$ cat src/verilog/spi_flags_pkg.sv
package spi_flags_pkg;

    // register port geometry
    localparam int unsigned ADDR_W = 8;
    localparam int unsigned DATA_W = 8;

    // register byte offsets
    localparam logic [7:0] OFS_CONTROL    = 8'hBC;
    localparam logic [7:0] OFS_FLAGS      = 8'hBD;
    localparam logic [7:0] OFS_DATA       = 8'hBE;
    localparam logic [7:0] OFS_IRQ_STATUS = 8'hBF;
    localparam logic [7:0] OFS_IRQ_MASK   = 8'hC0;

    // serial_port_flags bit positions
    localparam int unsigned BIT_CONFLICT = 5;
    localparam int unsigned BIT_OVERRUN  = 4;
    localparam int unsigned BIT_RX_FULL  = 3;
    localparam int unsigned BIT_ACTIVE   = 2;

    // port_control_register bit positions
    localparam int unsigned CTL_ENABLE     = 6;
    localparam int unsigned CTL_SEL_DIS    = 5;
    localparam int unsigned CTL_CONTROLLER = 4;

    // interrupt status / mask bit positions
    localparam int unsigned EV_CONFLICT = 0;
    localparam int unsigned EV_RX_FULL  = 1;
    localparam int unsigned EV_OVERRUN  = 2;
    localparam int unsigned EV_W        = 3;

    // values after reset
    localparam logic [7:0] RST_CONTROL = 8'h00;
    localparam logic [7:0] RST_DATA    = 8'h00;
    localparam logic [2:0] RST_EVENTS  = 3'h0;

    // shift engine towards this block
    typedef struct packed {
        logic       busy;    // transfer in progress
        logic       done;    // one-cycle end of transfer
        logic [7:0] rx_byte; // byte received, valid with done
    } xfer_in_s;

    // this block towards the shift engine
    typedef struct packed {
        logic       port_enable;       // port switched on
        logic       controller_select; // master operation
        logic       sel_input_disable; // select pin ignored
        logic [7:0] control;           // whole control byte
        logic       tx_load;           // one-cycle new byte
        logic [7:0] tx_byte;           // byte to transmit
    } xfer_out_s;

endpackage

$ cat src/verilog/sticky_bit.sv
`timescale 1ns/1ps

// one flag that hardware sets and software clears
module sticky_bit (
    input  wire logic core_clk, // system clock
    input  wire logic rst,      // sync reset, high
    input  wire logic set,      // hardware set event
    input  wire logic clr,      // software clear
    output logic      q         // flag value
);

    // set beats clear in the same cycle
    always_ff @(posedge core_clk) begin
        if (rst) begin
            q <= 1'b0;
        end else if (set) begin
            q <= 1'b1;
        end else if (clr) begin
            q <= 1'b0;
        end
    end

endmodule

$ cat src/verilog/spi_status_flags.sv
`timescale 1ns/1ps

module spi_status_flags (
    input  wire logic                     core_clk,  // system clock
    input  wire logic                     rst,       // sync reset, high
    input  wire logic [7:0]               reg_addr,  // register address
    input  wire logic [7:0]               reg_wdata, // write data
    input  wire logic                     reg_wr,    // write strobe
    input  wire logic                     reg_rd,    // read strobe
    output logic      [7:0]               reg_rdata, // read data, next cycle
    input  wire logic                     sel_n,     // select pin level
    input  wire spi_flags_pkg::xfer_in_s  xfer_in,   // from shift engine
    output spi_flags_pkg::xfer_out_s      xfer_out,  // to shift engine
    output logic                          irq        // level interrupt
);

    ////////////////////////////////////////////////////////////////
    // address decode
    ////////////////////////////////////////////////////////////////

    // write strobes per register
    logic wr_control;
    logic wr_flags;
    logic wr_data;
    logic wr_mask;
    // read strobes with side effects
    logic rd_data;
    logic rd_status;

    assign wr_control = reg_wr && (reg_addr == spi_flags_pkg::OFS_CONTROL);
    assign wr_flags   = reg_wr && (reg_addr == spi_flags_pkg::OFS_FLAGS);
    assign wr_data    = reg_wr && (reg_addr == spi_flags_pkg::OFS_DATA);
    assign wr_mask    = reg_wr && (reg_addr == spi_flags_pkg::OFS_IRQ_MASK);
    assign rd_data    = reg_rd && (reg_addr == spi_flags_pkg::OFS_DATA);
    assign rd_status  = reg_rd && (reg_addr == spi_flags_pkg::OFS_IRQ_STATUS);

    ////////////////////////////////////////////////////////////////
    // port control register
    ////////////////////////////////////////////////////////////////

    // stored control byte
    logic [7:0] control_r;
    // conflict set event, see below
    logic       conflict_set;

    // software writes, conflict forces port off
    always_ff @(posedge core_clk) begin
        if (rst) begin
            control_r <= spi_flags_pkg::RST_CONTROL;
        end else begin
            if (wr_control) begin
                control_r <= reg_wdata;
            end
            // overrides a write in the same cycle
            if (conflict_set) begin
                control_r[spi_flags_pkg::CTL_ENABLE]     <= 1'b0;
                control_r[spi_flags_pkg::CTL_CONTROLLER] <= 1'b0;
            end
        end
    end

    ////////////////////////////////////////////////////////////////
    // bus conflict flag
    ////////////////////////////////////////////////////////////////

    // flag outputs of the sticky cells
    logic bus_conflict_flag;
    logic rx_full_flag;
    logic rx_overrun_flag;
    // software clears by writing zero, receive flags also by a data read
    logic clr_conflict;
    logic clr_full;
    logic clr_overrun;

    // another master pulls select low while we lead
    assign conflict_set = control_r[spi_flags_pkg::CTL_ENABLE]
                        && control_r[spi_flags_pkg::CTL_CONTROLLER]
                        && !control_r[spi_flags_pkg::CTL_SEL_DIS]
                        && !sel_n;

    // a zero written to the bit clears it
    assign clr_conflict = wr_flags && !reg_wdata[spi_flags_pkg::BIT_CONFLICT];

    // conflict flag cell
    sticky_bit u_conflict (
        .core_clk (core_clk),
        .rst      (rst),
        .set      (conflict_set),
        .clr      (clr_conflict),
        .q        (bus_conflict_flag)
    );

    ////////////////////////////////////////////////////////////////
    // receive flags
    ////////////////////////////////////////////////////////////////

    // overrun when a byte lands on a full buffer
    logic overrun_set;

    assign overrun_set = xfer_in.done && rx_full_flag;

    // zero write or data read empties the buffer
    assign clr_full    = (wr_flags && !reg_wdata[spi_flags_pkg::BIT_RX_FULL])
                       || rd_data;
    assign clr_overrun = (wr_flags && !reg_wdata[spi_flags_pkg::BIT_OVERRUN])
                       || rd_data;

    // receive full cell, set at every transfer end
    sticky_bit u_rx_full (
        .core_clk (core_clk),
        .rst      (rst),
        .set      (xfer_in.done),
        .clr      (clr_full),
        .q        (rx_full_flag)
    );

    // overrun cell
    sticky_bit u_overrun (
        .core_clk (core_clk),
        .rst      (rst),
        .set      (overrun_set),
        .clr      (clr_overrun),
        .q        (rx_overrun_flag)
    );

    ////////////////////////////////////////////////////////////////
    // transfer active flag
    ////////////////////////////////////////////////////////////////

    // mirrors the engine, no software path
    logic transfer_active_flag;

    // follows busy one cycle later
    always_ff @(posedge core_clk) begin
        if (rst) begin
            transfer_active_flag <= 1'b0;
        end else begin
            transfer_active_flag <= xfer_in.busy;
        end
    end

    ////////////////////////////////////////////////////////////////
    // shared data register
    ////////////////////////////////////////////////////////////////

    // received byte
    logic [7:0] rx_data_r;
    // byte to transmit
    logic [7:0] tx_data_r;
    // pulse telling the engine a byte waits
    logic       tx_load_r;

    // receive side: newest byte always kept
    always_ff @(posedge core_clk) begin
        if (rst) begin
            rx_data_r <= spi_flags_pkg::RST_DATA;
        end else if (xfer_in.done) begin
            rx_data_r <= xfer_in.rx_byte;
        end
    end

    // transmit side: write stores and loads
    always_ff @(posedge core_clk) begin
        if (rst) begin
            tx_data_r <= spi_flags_pkg::RST_DATA;
            tx_load_r <= 1'b0;
        end else begin
            tx_load_r <= wr_data;
            if (wr_data) begin
                tx_data_r <= reg_wdata;
            end
        end
    end

    ////////////////////////////////////////////////////////////////
    // interrupt status and mask
    ////////////////////////////////////////////////////////////////

    // event set pulses
    logic [spi_flags_pkg::EV_W-1:0] ev_set;
    // sticky status bits
    logic [spi_flags_pkg::EV_W-1:0] ev_status;
    // mask, one enables the source
    logic [spi_flags_pkg::EV_W-1:0] ev_mask_r;

    assign ev_set[spi_flags_pkg::EV_CONFLICT] = conflict_set;
    assign ev_set[spi_flags_pkg::EV_RX_FULL]  = xfer_in.done;
    assign ev_set[spi_flags_pkg::EV_OVERRUN]  = overrun_set;

    // one cell per event, read of status clears
    genvar gi;
    generate
        for (gi = 0; gi < spi_flags_pkg::EV_W; gi++) begin : g_ev
            sticky_bit u_ev (
                .core_clk (core_clk),
                .rst      (rst),
                .set      (ev_set[gi]),
                .clr      (rd_status),
                .q        (ev_status[gi])
            );
        end
    endgenerate

    // mask register
    always_ff @(posedge core_clk) begin
        if (rst) begin
            ev_mask_r <= spi_flags_pkg::RST_EVENTS;
        end else if (wr_mask) begin
            ev_mask_r <= reg_wdata[spi_flags_pkg::EV_W-1:0];
        end
    end

    // level output while any unmasked bit is set
    assign irq = |(ev_status & ev_mask_r);

    ////////////////////////////////////////////////////////////////
    // read data
    ////////////////////////////////////////////////////////////////

    // assembled flags byte, reserved bits zero
    logic [7:0] flags_view;

    always_comb begin
        flags_view = 8'h00;
        flags_view[spi_flags_pkg::BIT_CONFLICT] = bus_conflict_flag;
        flags_view[spi_flags_pkg::BIT_OVERRUN]  = rx_overrun_flag;
        flags_view[spi_flags_pkg::BIT_RX_FULL]  = rx_full_flag;
        flags_view[spi_flags_pkg::BIT_ACTIVE]   = transfer_active_flag;
    end

    // read mux, registered, zero when idle or unmapped
    always_ff @(posedge core_clk) begin
        if (rst) begin
            reg_rdata <= 8'h00;
        end else if (reg_rd) begin
            case (reg_addr)
                spi_flags_pkg::OFS_CONTROL: begin
                    reg_rdata <= control_r;
                end
                spi_flags_pkg::OFS_FLAGS: begin
                    reg_rdata <= flags_view;
                end
                spi_flags_pkg::OFS_DATA: begin
                    reg_rdata <= rx_data_r;
                end
                spi_flags_pkg::OFS_IRQ_STATUS: begin
                    reg_rdata <= {5'h00, ev_status};
                end
                spi_flags_pkg::OFS_IRQ_MASK: begin
                    reg_rdata <= {5'h00, ev_mask_r};
                end
                default: begin
                    reg_rdata <= 8'h00;
                end
            endcase
        end else begin
            reg_rdata <= 8'h00;
        end
    end

    ////////////////////////////////////////////////////////////////
    // outputs to the shift engine
    ////////////////////////////////////////////////////////////////

    assign xfer_out.port_enable       = control_r[spi_flags_pkg::CTL_ENABLE];
    assign xfer_out.controller_select = control_r[spi_flags_pkg::CTL_CONTROLLER];
    assign xfer_out.sel_input_disable = control_r[spi_flags_pkg::CTL_SEL_DIS];
    assign xfer_out.control           = control_r;
    assign xfer_out.tx_load           = tx_load_r;
    assign xfer_out.tx_byte           = tx_data_r;
endmodule

$ cat config.mk
export PLATFORM = sky130hd
export DESIGN_NAME = spi_status_flags
export DESIGN_NICKNAME = d
export VERILOG_FILES = /design/src/verilog/spi_flags_pkg.sv /design/src/verilog/sticky_bit.sv /design/src/verilog/spi_status_flags.sv
export SDC_FILE = /design/constraint.sdc
export NUM_CORES = 1
export LEC_CHECK = 0
export BUFFER_PORTS_ARGS = -buffer_cell sky130_fd_sc_hd__buf_4
export CORE_MARGIN = 3
export CORE_UTILIZATION = 35
export CTS_CLUSTER_DIAMETER = 200
export DETAILED_ROUTE_END_ITERATION = 8
export PLACE_DENSITY_LB_ADDON = 0.1
export SYNTH_ARGS = -nofsm -noshare
export SYNTH_HDL_FRONTEND = slang
export SYNTH_HIERARCHICAL = 1
export SYNTH_SLANG_ARGS = --single-unit
$ cat constraint.sdc
create_clock -name core_clk -period 3.1 [get_ports core_clk]
set_input_delay 0.31 -clock core_clk [delete_from_list [all_inputs] [get_ports core_clk]]
set_output_delay 0.31 -clock core_clk [all_outputs]
set_load 0.01 [all_outputs]
==> reports/results.md, run 1 <==
### Global route
• number of antenna violations at the first check in global routing: 0
• Total Routing Usage GR: 15.3%
• global-route wire length before repair: 7550 µm
• largest net degree at the start of global routing: 46
• residual overflow from global routing: 0
• vias in the first global route: 1572

### Clock tree
• H-tree level count: 2
• number of instances resized during post-cts repair: 0
• cts-stage hold buffer count: 0
• number of clock sinks: 43
• clock latency at the later pin of the worst-skew pair: 0.29 ns
• Setup Fix Bufs, Post-CTS: 0
• Max Buffers Root-to-Sink: 2
• cell chosen for the clock root: sky130_fd_sc_hd__clkbuf_8
• clock tree from TritonCTS: yes
• CTS clock-pin slew for the worst setup and hold paths: 0.08 ns
• Num CTS Buffers: 5

### Floorplan
• area of the die: 0.00650 mm²
• Starting Density: 37.2%
• count of boundary I/O pins: 60
• die outline width: 80.6 µm
• area inside the core boundary: 0.00524 mm²
• standard-cell row count: 26
• Die Height: 80.6 µm

### Critical path
• startpoint kind of the worst setup timing path: input port
• internal reg-to-reg setup slack: 1.99 ns
• depth of the worst register-to-register path: 3
• Worst Path Max Fanout: 8
• reg2reg start: control_r[2]
• worst reg2reg path endpoint: reg_rdata[2]
• Worst Setup End Kind: flip-flop
• data arrival time of the critical path: 1.83 ns
• type of the setup path with the least slack: input port to flip-flop
• data required time at the worst endpoint: 3.32 ns

### Power
• Static Leak: 1.02 nW
• worst vdd rail ir drop: 245 µV
• pwr/cell area: 409 mW/mm²
• Power Total: 1.02 mW

### STA
• final hold slack: 0.229 ns
• final hold viol count: 0
• Total Neg Setup Slack: 0 ns
• max-slew violation count: 0
• maximum achievable frequency: 0.621 GHz
• minimum setup slack in the final design: 1.49 ns
• measured slew at the worst slew-check pin: 0.811 ns
• Max-Slew Margin vs Limit: 45.5%
• Period minus WS final: 1.61 ns
• setup repair after global routing missed its margin: no
• Final Setup Violations: 0
• worst clock skew: 0.00243 ns
• period utilization: 52.0%

### Routing
• routed wirelength normalized by instance count: 14.2 µm
• via/cell ratio: 4.78
• count of TritonRoute iterations in the first routing pass: 4
• total vias in the final route: 1568
• starting DRC count in detailed routing: 101
• antenna-violating nets left: 0
• Total Wirelength: 4670 µm
• remaining routing DRC violations: 0

### Finish
• diode insertion count for antenna repair: 0
• post-route cell area: 0.00248 mm²
• nets: 288
• commonest non-fill, non-tap cell in the layout: sky130_fd_sc_hd__buf_4
• count of non-filler cells in the finished layout: 328
• post-layout utilization of the core: 47.4%
• area growth from synthesis to layout: 27.6%
• layout cells sized above 1: 30.6%
• top library cells by usage in the layout, fill and taps aside: 59 x sky130_fd_sc_hd__buf_4, 43 x sky130_fd_sc_hd__dfxtp_1, 30 x sky130_fd_sc_hd__nand2b_1

### Run
• max_cap viols: 0

### Synthesis
• number of instances in the synthesized netlist: 205
• Synth Area per Inst: 9.50 µm²
• sequential area share after synthesis: 44.2%
• library cells used by synthesis: 31
• synthesized flop and latch total: 43
• net count after synthesis: 236
• count of warnings emitted by yosys: 6
• summed instance area of the synthesized netlist: 0.00195 mm²

### Status
• outcome: finished clean

### Min path
• Worst Hold Class: input port to flip-flop
• Hold Crit Start: xfer_in[9]
• cell depth of the worst hold path: 2
• Hold Crit Endpoint: transfer_active_flag

### Placed design
• GP Congestion: 0.785
• half-perimeter wire length after placement: 3400 µm
• number of buffers added on ports: 59
• cell count after placement: 320
• Placed Instance Area: 0.00240 mm²
• setup slack at placement: 1.20 ns

worst max-delay path: stages:
cell and delay [ns]:
sky130_fd_sc_hd__buf_4 0.11, sky130_fd_sc_hd__nand4b_1 0.28, sky130_fd_sc_hd__or2_1 0.40, sky130_fd_sc_hd__nor3_4 0.49
sky130_fd_sc_hd__mux2i_1 0.23
Yosys cell counts, drive strengths merged:
master / instances / area, µm²
nor4: 4 / 40.0
inv: 9 / 33.8
a31oi: 1 / 6.26
or2: 2 / 12.5
or4: 2 / 22.5
clkbuf: 7 / 26.3
o22a: 2 / 17.5
nor2b: 3 / 18.8
a222oi: 1 / 10.0
nand3: 4 / 20.0
buf: 7 / 51.3
dfxtp: 43 / 861
and2: 1 / 6.26
a22oi: 2 / 15.0
nor2: 22 / 82.6
nand4b: 1 / 8.76
nand2b: 30 / 188
nand3b: 8 / 60.1
mux4: 1 / 22.5
a21oi: 9 / 67.6
nand2: 7 / 26.3
o21ai: 7 / 35.0
mux2i: 29 / 290
nor3: 3 / 26.3
worst max-delay path by stage:
stage	slack, ns	endpoint	startpoint	depth (start not counted)
after floorplan	1.42	ev_mask_r[0]	reg_addr[1]	5
after global placement	1.24	tx_data_r[0]	reg_addr[6]	5
after detailed placement	1.20	tx_data_r[6]	reg_addr[6]	5
after CTS	1.51	tx_data_r[0]	reg_addr[6]	5
after global routing	1.37	tx_data_r[2]	reg_addr[6]	5
final	1.49	tx_data_r[4]	reg_addr[6]	5
cell families (layout without fill, tap and decap cells):
family                 count (synthesis)  in the layout  synth area share (%)
AND/OR/NAND/NOR                       87             87                  26.3
multiplexers                          30             30                  16.1
AO/OA/AOI/OAI                         22             22                  7.77
buffers and inverters                 23             76                  5.72
flip-flops                            43             43                  44.2
registers in the layout (all words and copies together), names as in the netlist:
register	flops
reg_rdata	8
tx_load_r	1
u_overrun/q	1
u_conflict/q	1
g_ev.u_ev/q	3
control_r	8
tx_data_r	8
ev_mask_r	3
u_rx_full/q	1
transfer_active_flag	1
rx_data_r	8
where the power goes:
| group | total, mW | internal [mW] | switching (mW) |
|---|---|---|---|
| clock | 0.345 | 0.154 | 0.191 |
| combinational | 0.101 | 0.0523 | 0.0489 |
| sequential | 0.569 | 0.563 | 0.00651 |
| total | 1.02 | 0.769 | 0.246 |
metal layers:
layer | share of wire, % | up-vias | global-route usage (%) | wire length, µm
li1 | - | 795 | - | -
met1 | 48 | 716 | 20.2 | 2260
met2 | 43 | 52 | 23.7 | 1990
met3 | 7.5 | 5 | 4.82 | 352
met4 | 1.3 | 0 | 4.56 | 59
met5 | 0 | - | 0 | 0
area by class of cell:
cell class,count,area [µm²]
clock buffer,5,68.8
clock inverter,3,15.0
fill,514,2750
inverter,9,33.8
multi-input combinational,139,976
sequential,43,861
tap,70,87.6
timing repair buffer,59,443
No activity file was read; power rests on OpenSTA's default activity.
==> run 2, diff against run 1 <==
clock period = 1.35 ns   (was 3.1 ns; I/O delays follow)
==> run 2 against run 1 <==
Global-route usage rose by 0.16 points. Cell count up 4.0%. Sequential share of layout area shrank 1.7 points. Largest cell class unchanged. Critical path type is now flip-flop to output port. The flow now finishes with violations (setup timing).
==> reports/results.md, run 2 (synthesis results as in run 1) <==
### Critical path
• Largest delay share family, worst path: compound AO/OA/AOI/OAI gates
• type of the setup path with the least slack: flip-flop to output port
• Worst Setup End Kind: output port
• Slowest-stage cell, CP: sky130_fd_sc_hd__a222oi_1
• CP peak stage delay: 0.37 ns, -0.12 ns
• Critical Path, Cell by Cell: a222oi_1, inv_1, buf_6
• startpoint kind of the worst setup timing path: flip-flop
• total buffers and inverters traversed by the critical path: 2, +1
• data required time at the worst endpoint: 1.22 ns, -2.10 ns
• Worst Path Max Fanout: 3, -5
• data arrival time of the critical path: 1.22 ns, -0.61 ns

### Floorplan
• standard-cell row count: 26, unchanged
• count of boundary I/O pins: 60, unchanged
• Starting Density: 37.2%, unchanged
• area of the die: 0.00650 mm², unchanged
• die outline width: 80.6 µm, unchanged
• Die Height: 80.6 µm, unchanged
• area inside the core boundary: 0.00524 mm², unchanged

### Clock tree
• cell chosen for the clock root: sky130_fd_sc_hd__clkbuf_8
• clock tree from TritonCTS: yes
• Max Buffers Root-to-Sink: 2, unchanged
• clock latency at the later pin of the worst-skew pair: 0.30 ns, about the same
• Num CTS Buffers: 5, unchanged
• cts-stage hold buffer count: 0, unchanged
• H-tree level count: 2, unchanged
• number of clock sinks: 43, unchanged
• CTS clock-pin slew for the worst setup and hold paths: 0.08 ns, about the same

### Placed design
• GP Congestion: 0.794, +1.3%
• Placed Instance Area: 0.00248 mm², +3.4%
• half-perimeter wire length after placement: 3480 µm, +2.4%
• number of buffers added on ports: 59, unchanged
• cell count after placement: 331, +3.4%

### Finish
• area growth from synthesis to layout: 34.6%
• top library cells by usage in the layout, fill and taps aside: 71 x sky130_fd_sc_hd__buf_4, 41 x sky130_fd_sc_hd__dfxtp_1, 30 x sky130_fd_sc_hd__nand2b_1
• diode insertion count for antenna repair: 0, unchanged
• count of non-filler cells in the finished layout: 341, +4.0%
• layout cells sized above 1: 34.7%, +4.1 points
• filler instances: 507, -1.4%
• post-layout utilization of the core: 50.1%, +2.6 points
• post-route cell area: 0.00262 mm², +5.5%
• commonest non-fill, non-tap cell in the layout: sky130_fd_sc_hd__buf_4
• nets: 301, +4.5%

### Power
• Power Total: 2.59 mW, +160%
• Static Leak: 1.10 nW, +8.0%
• worst vdd rail ir drop: 442 µV, +80%
• pwr/cell area: 988 mW/mm², +140%

### STA
• final hold viol count: 0, unchanged
• setup repair after global routing missed its margin: yes
• worst clock skew: 0.00752 ns, +0.00509 ns
• period utilization: 100%
• Max-Slew Margin vs Limit: 72.6%, +27 points
• measured slew at the worst slew-check pin: 0.411 ns, -0.400 ns
• maximum achievable frequency: 0.737 GHz
• Total Neg Setup Slack: -0.00632 ns, -0.00632 ns
• minimum setup slack in the final design: -0.00632 ns, -1.50 ns
• Final Setup Violations: 1, +1
• max-slew violation count: 0, unchanged
• Period minus WS final: 1.36 ns

### Routing
• starting DRC count in detailed routing: 124, +23%
• remaining routing DRC violations: 0, unchanged
• via/cell ratio: 4.77, -0.25%
• count of TritonRoute iterations in the first routing pass: 4, unchanged
• Total Wirelength: 4710 µm, +0.79%
• routed wirelength normalized by instance count: 13.8 µm, -3.0%
• total vias in the final route: 1626, +3.7%
• antenna-violating nets left: 0, unchanged

### Global route
• number of antenna violations at the first check in global routing: 0, unchanged
• global-route wire length before repair: 7640 µm, +1.2%
• residual overflow from global routing: 0, unchanged
• largest net degree at the start of global routing: 46, unchanged
• Total Routing Usage GR: 15.4%, +0.16 points
• vias in the first global route: 1598, +1.7%

### Min path
• Worst Hold Class: input port to flip-flop

### Status
• outcome: finished with violations
• violated checks: setup timing

### Run
• max_cap viols: 0, unchanged

==> run 2: changes by cell type in the layout (fill, tap and decap cells not counted), sizes merged <==
cell,before,now
buf,59,72
clkinv,3,1
bufinv,0,1
clkbuf,5,6
==> run 2: path summary, 6_finish.rpt <==
| kind | startpoint | endpoint | slack (ns) | cells after the start |
|---|---|---|---|---|
| max | g_ev[2].u_ev/q | irq | -0.006 | 3 |
| min | xfer_in[9] | transfer_active_flag | 0.05 | 2 |
| max reg2reg | g_ev[2].u_ev/q | reg_rdata[2] | 0.08 | 4 |
| min reg2reg | tx_data_r[6] | tx_data_r[6] | 0.48 | 2 |
==> run 2: metal layers <==
layer	vias up	GRT usage (%)	part of all wire, %
li1	823	-	-
met2	49	24.0	44
met3	6	4.60	6.8
met5	-	0	0
met1	748	20.6	48
met4	0	4.56	1.1
==> run 2: power by group <==
| group | internal [mW] | switching, mW | total, mW |
|---|---|---|---|
| clock network | 0.599 | 0.441 | 1.04 |
| logic | 0.130 | 0.116 | 0.246 |
| registers | 1.29 | 0.0132 | 1.31 |
| total | 2.02 | 0.570 | 2.59 |
==> run 2: cell type report <==
class | instances | area [µm²] | share of cell area, %
multi-input combinational | 139 | 976 | 37.2
sequential | 43 | 863 | 32.9
timing repair buffer | 72 | 544 | 20.8
tap | 70 | 87.6 | 3.34
clock buffer | 6 | 82.6 | 3.15
clock inverter | 2 | 35.0 | 1.34
inverter | 9 | 33.8 | 1.29
==> run 2: repair_timing <==
action                                  in CTS  in global routing
pin swaps                                    1                  1
endpoints found under the setup margin       1                  1
resized for setup                            1                  2
buffers inserted                             1                  1
==> run 2: stage by stage <==
step,hold slack (ns),setup WS (ns)
2_1_floorplan,0.197,-0.145
3_3_place_gp,0.351,-0.173
3_5_place_dp,0.355,-0.195
4_1_cts,0.0464,0.000123
5_1_grt,0.0570,-0.0825
6_report,0.0509,-0.00632
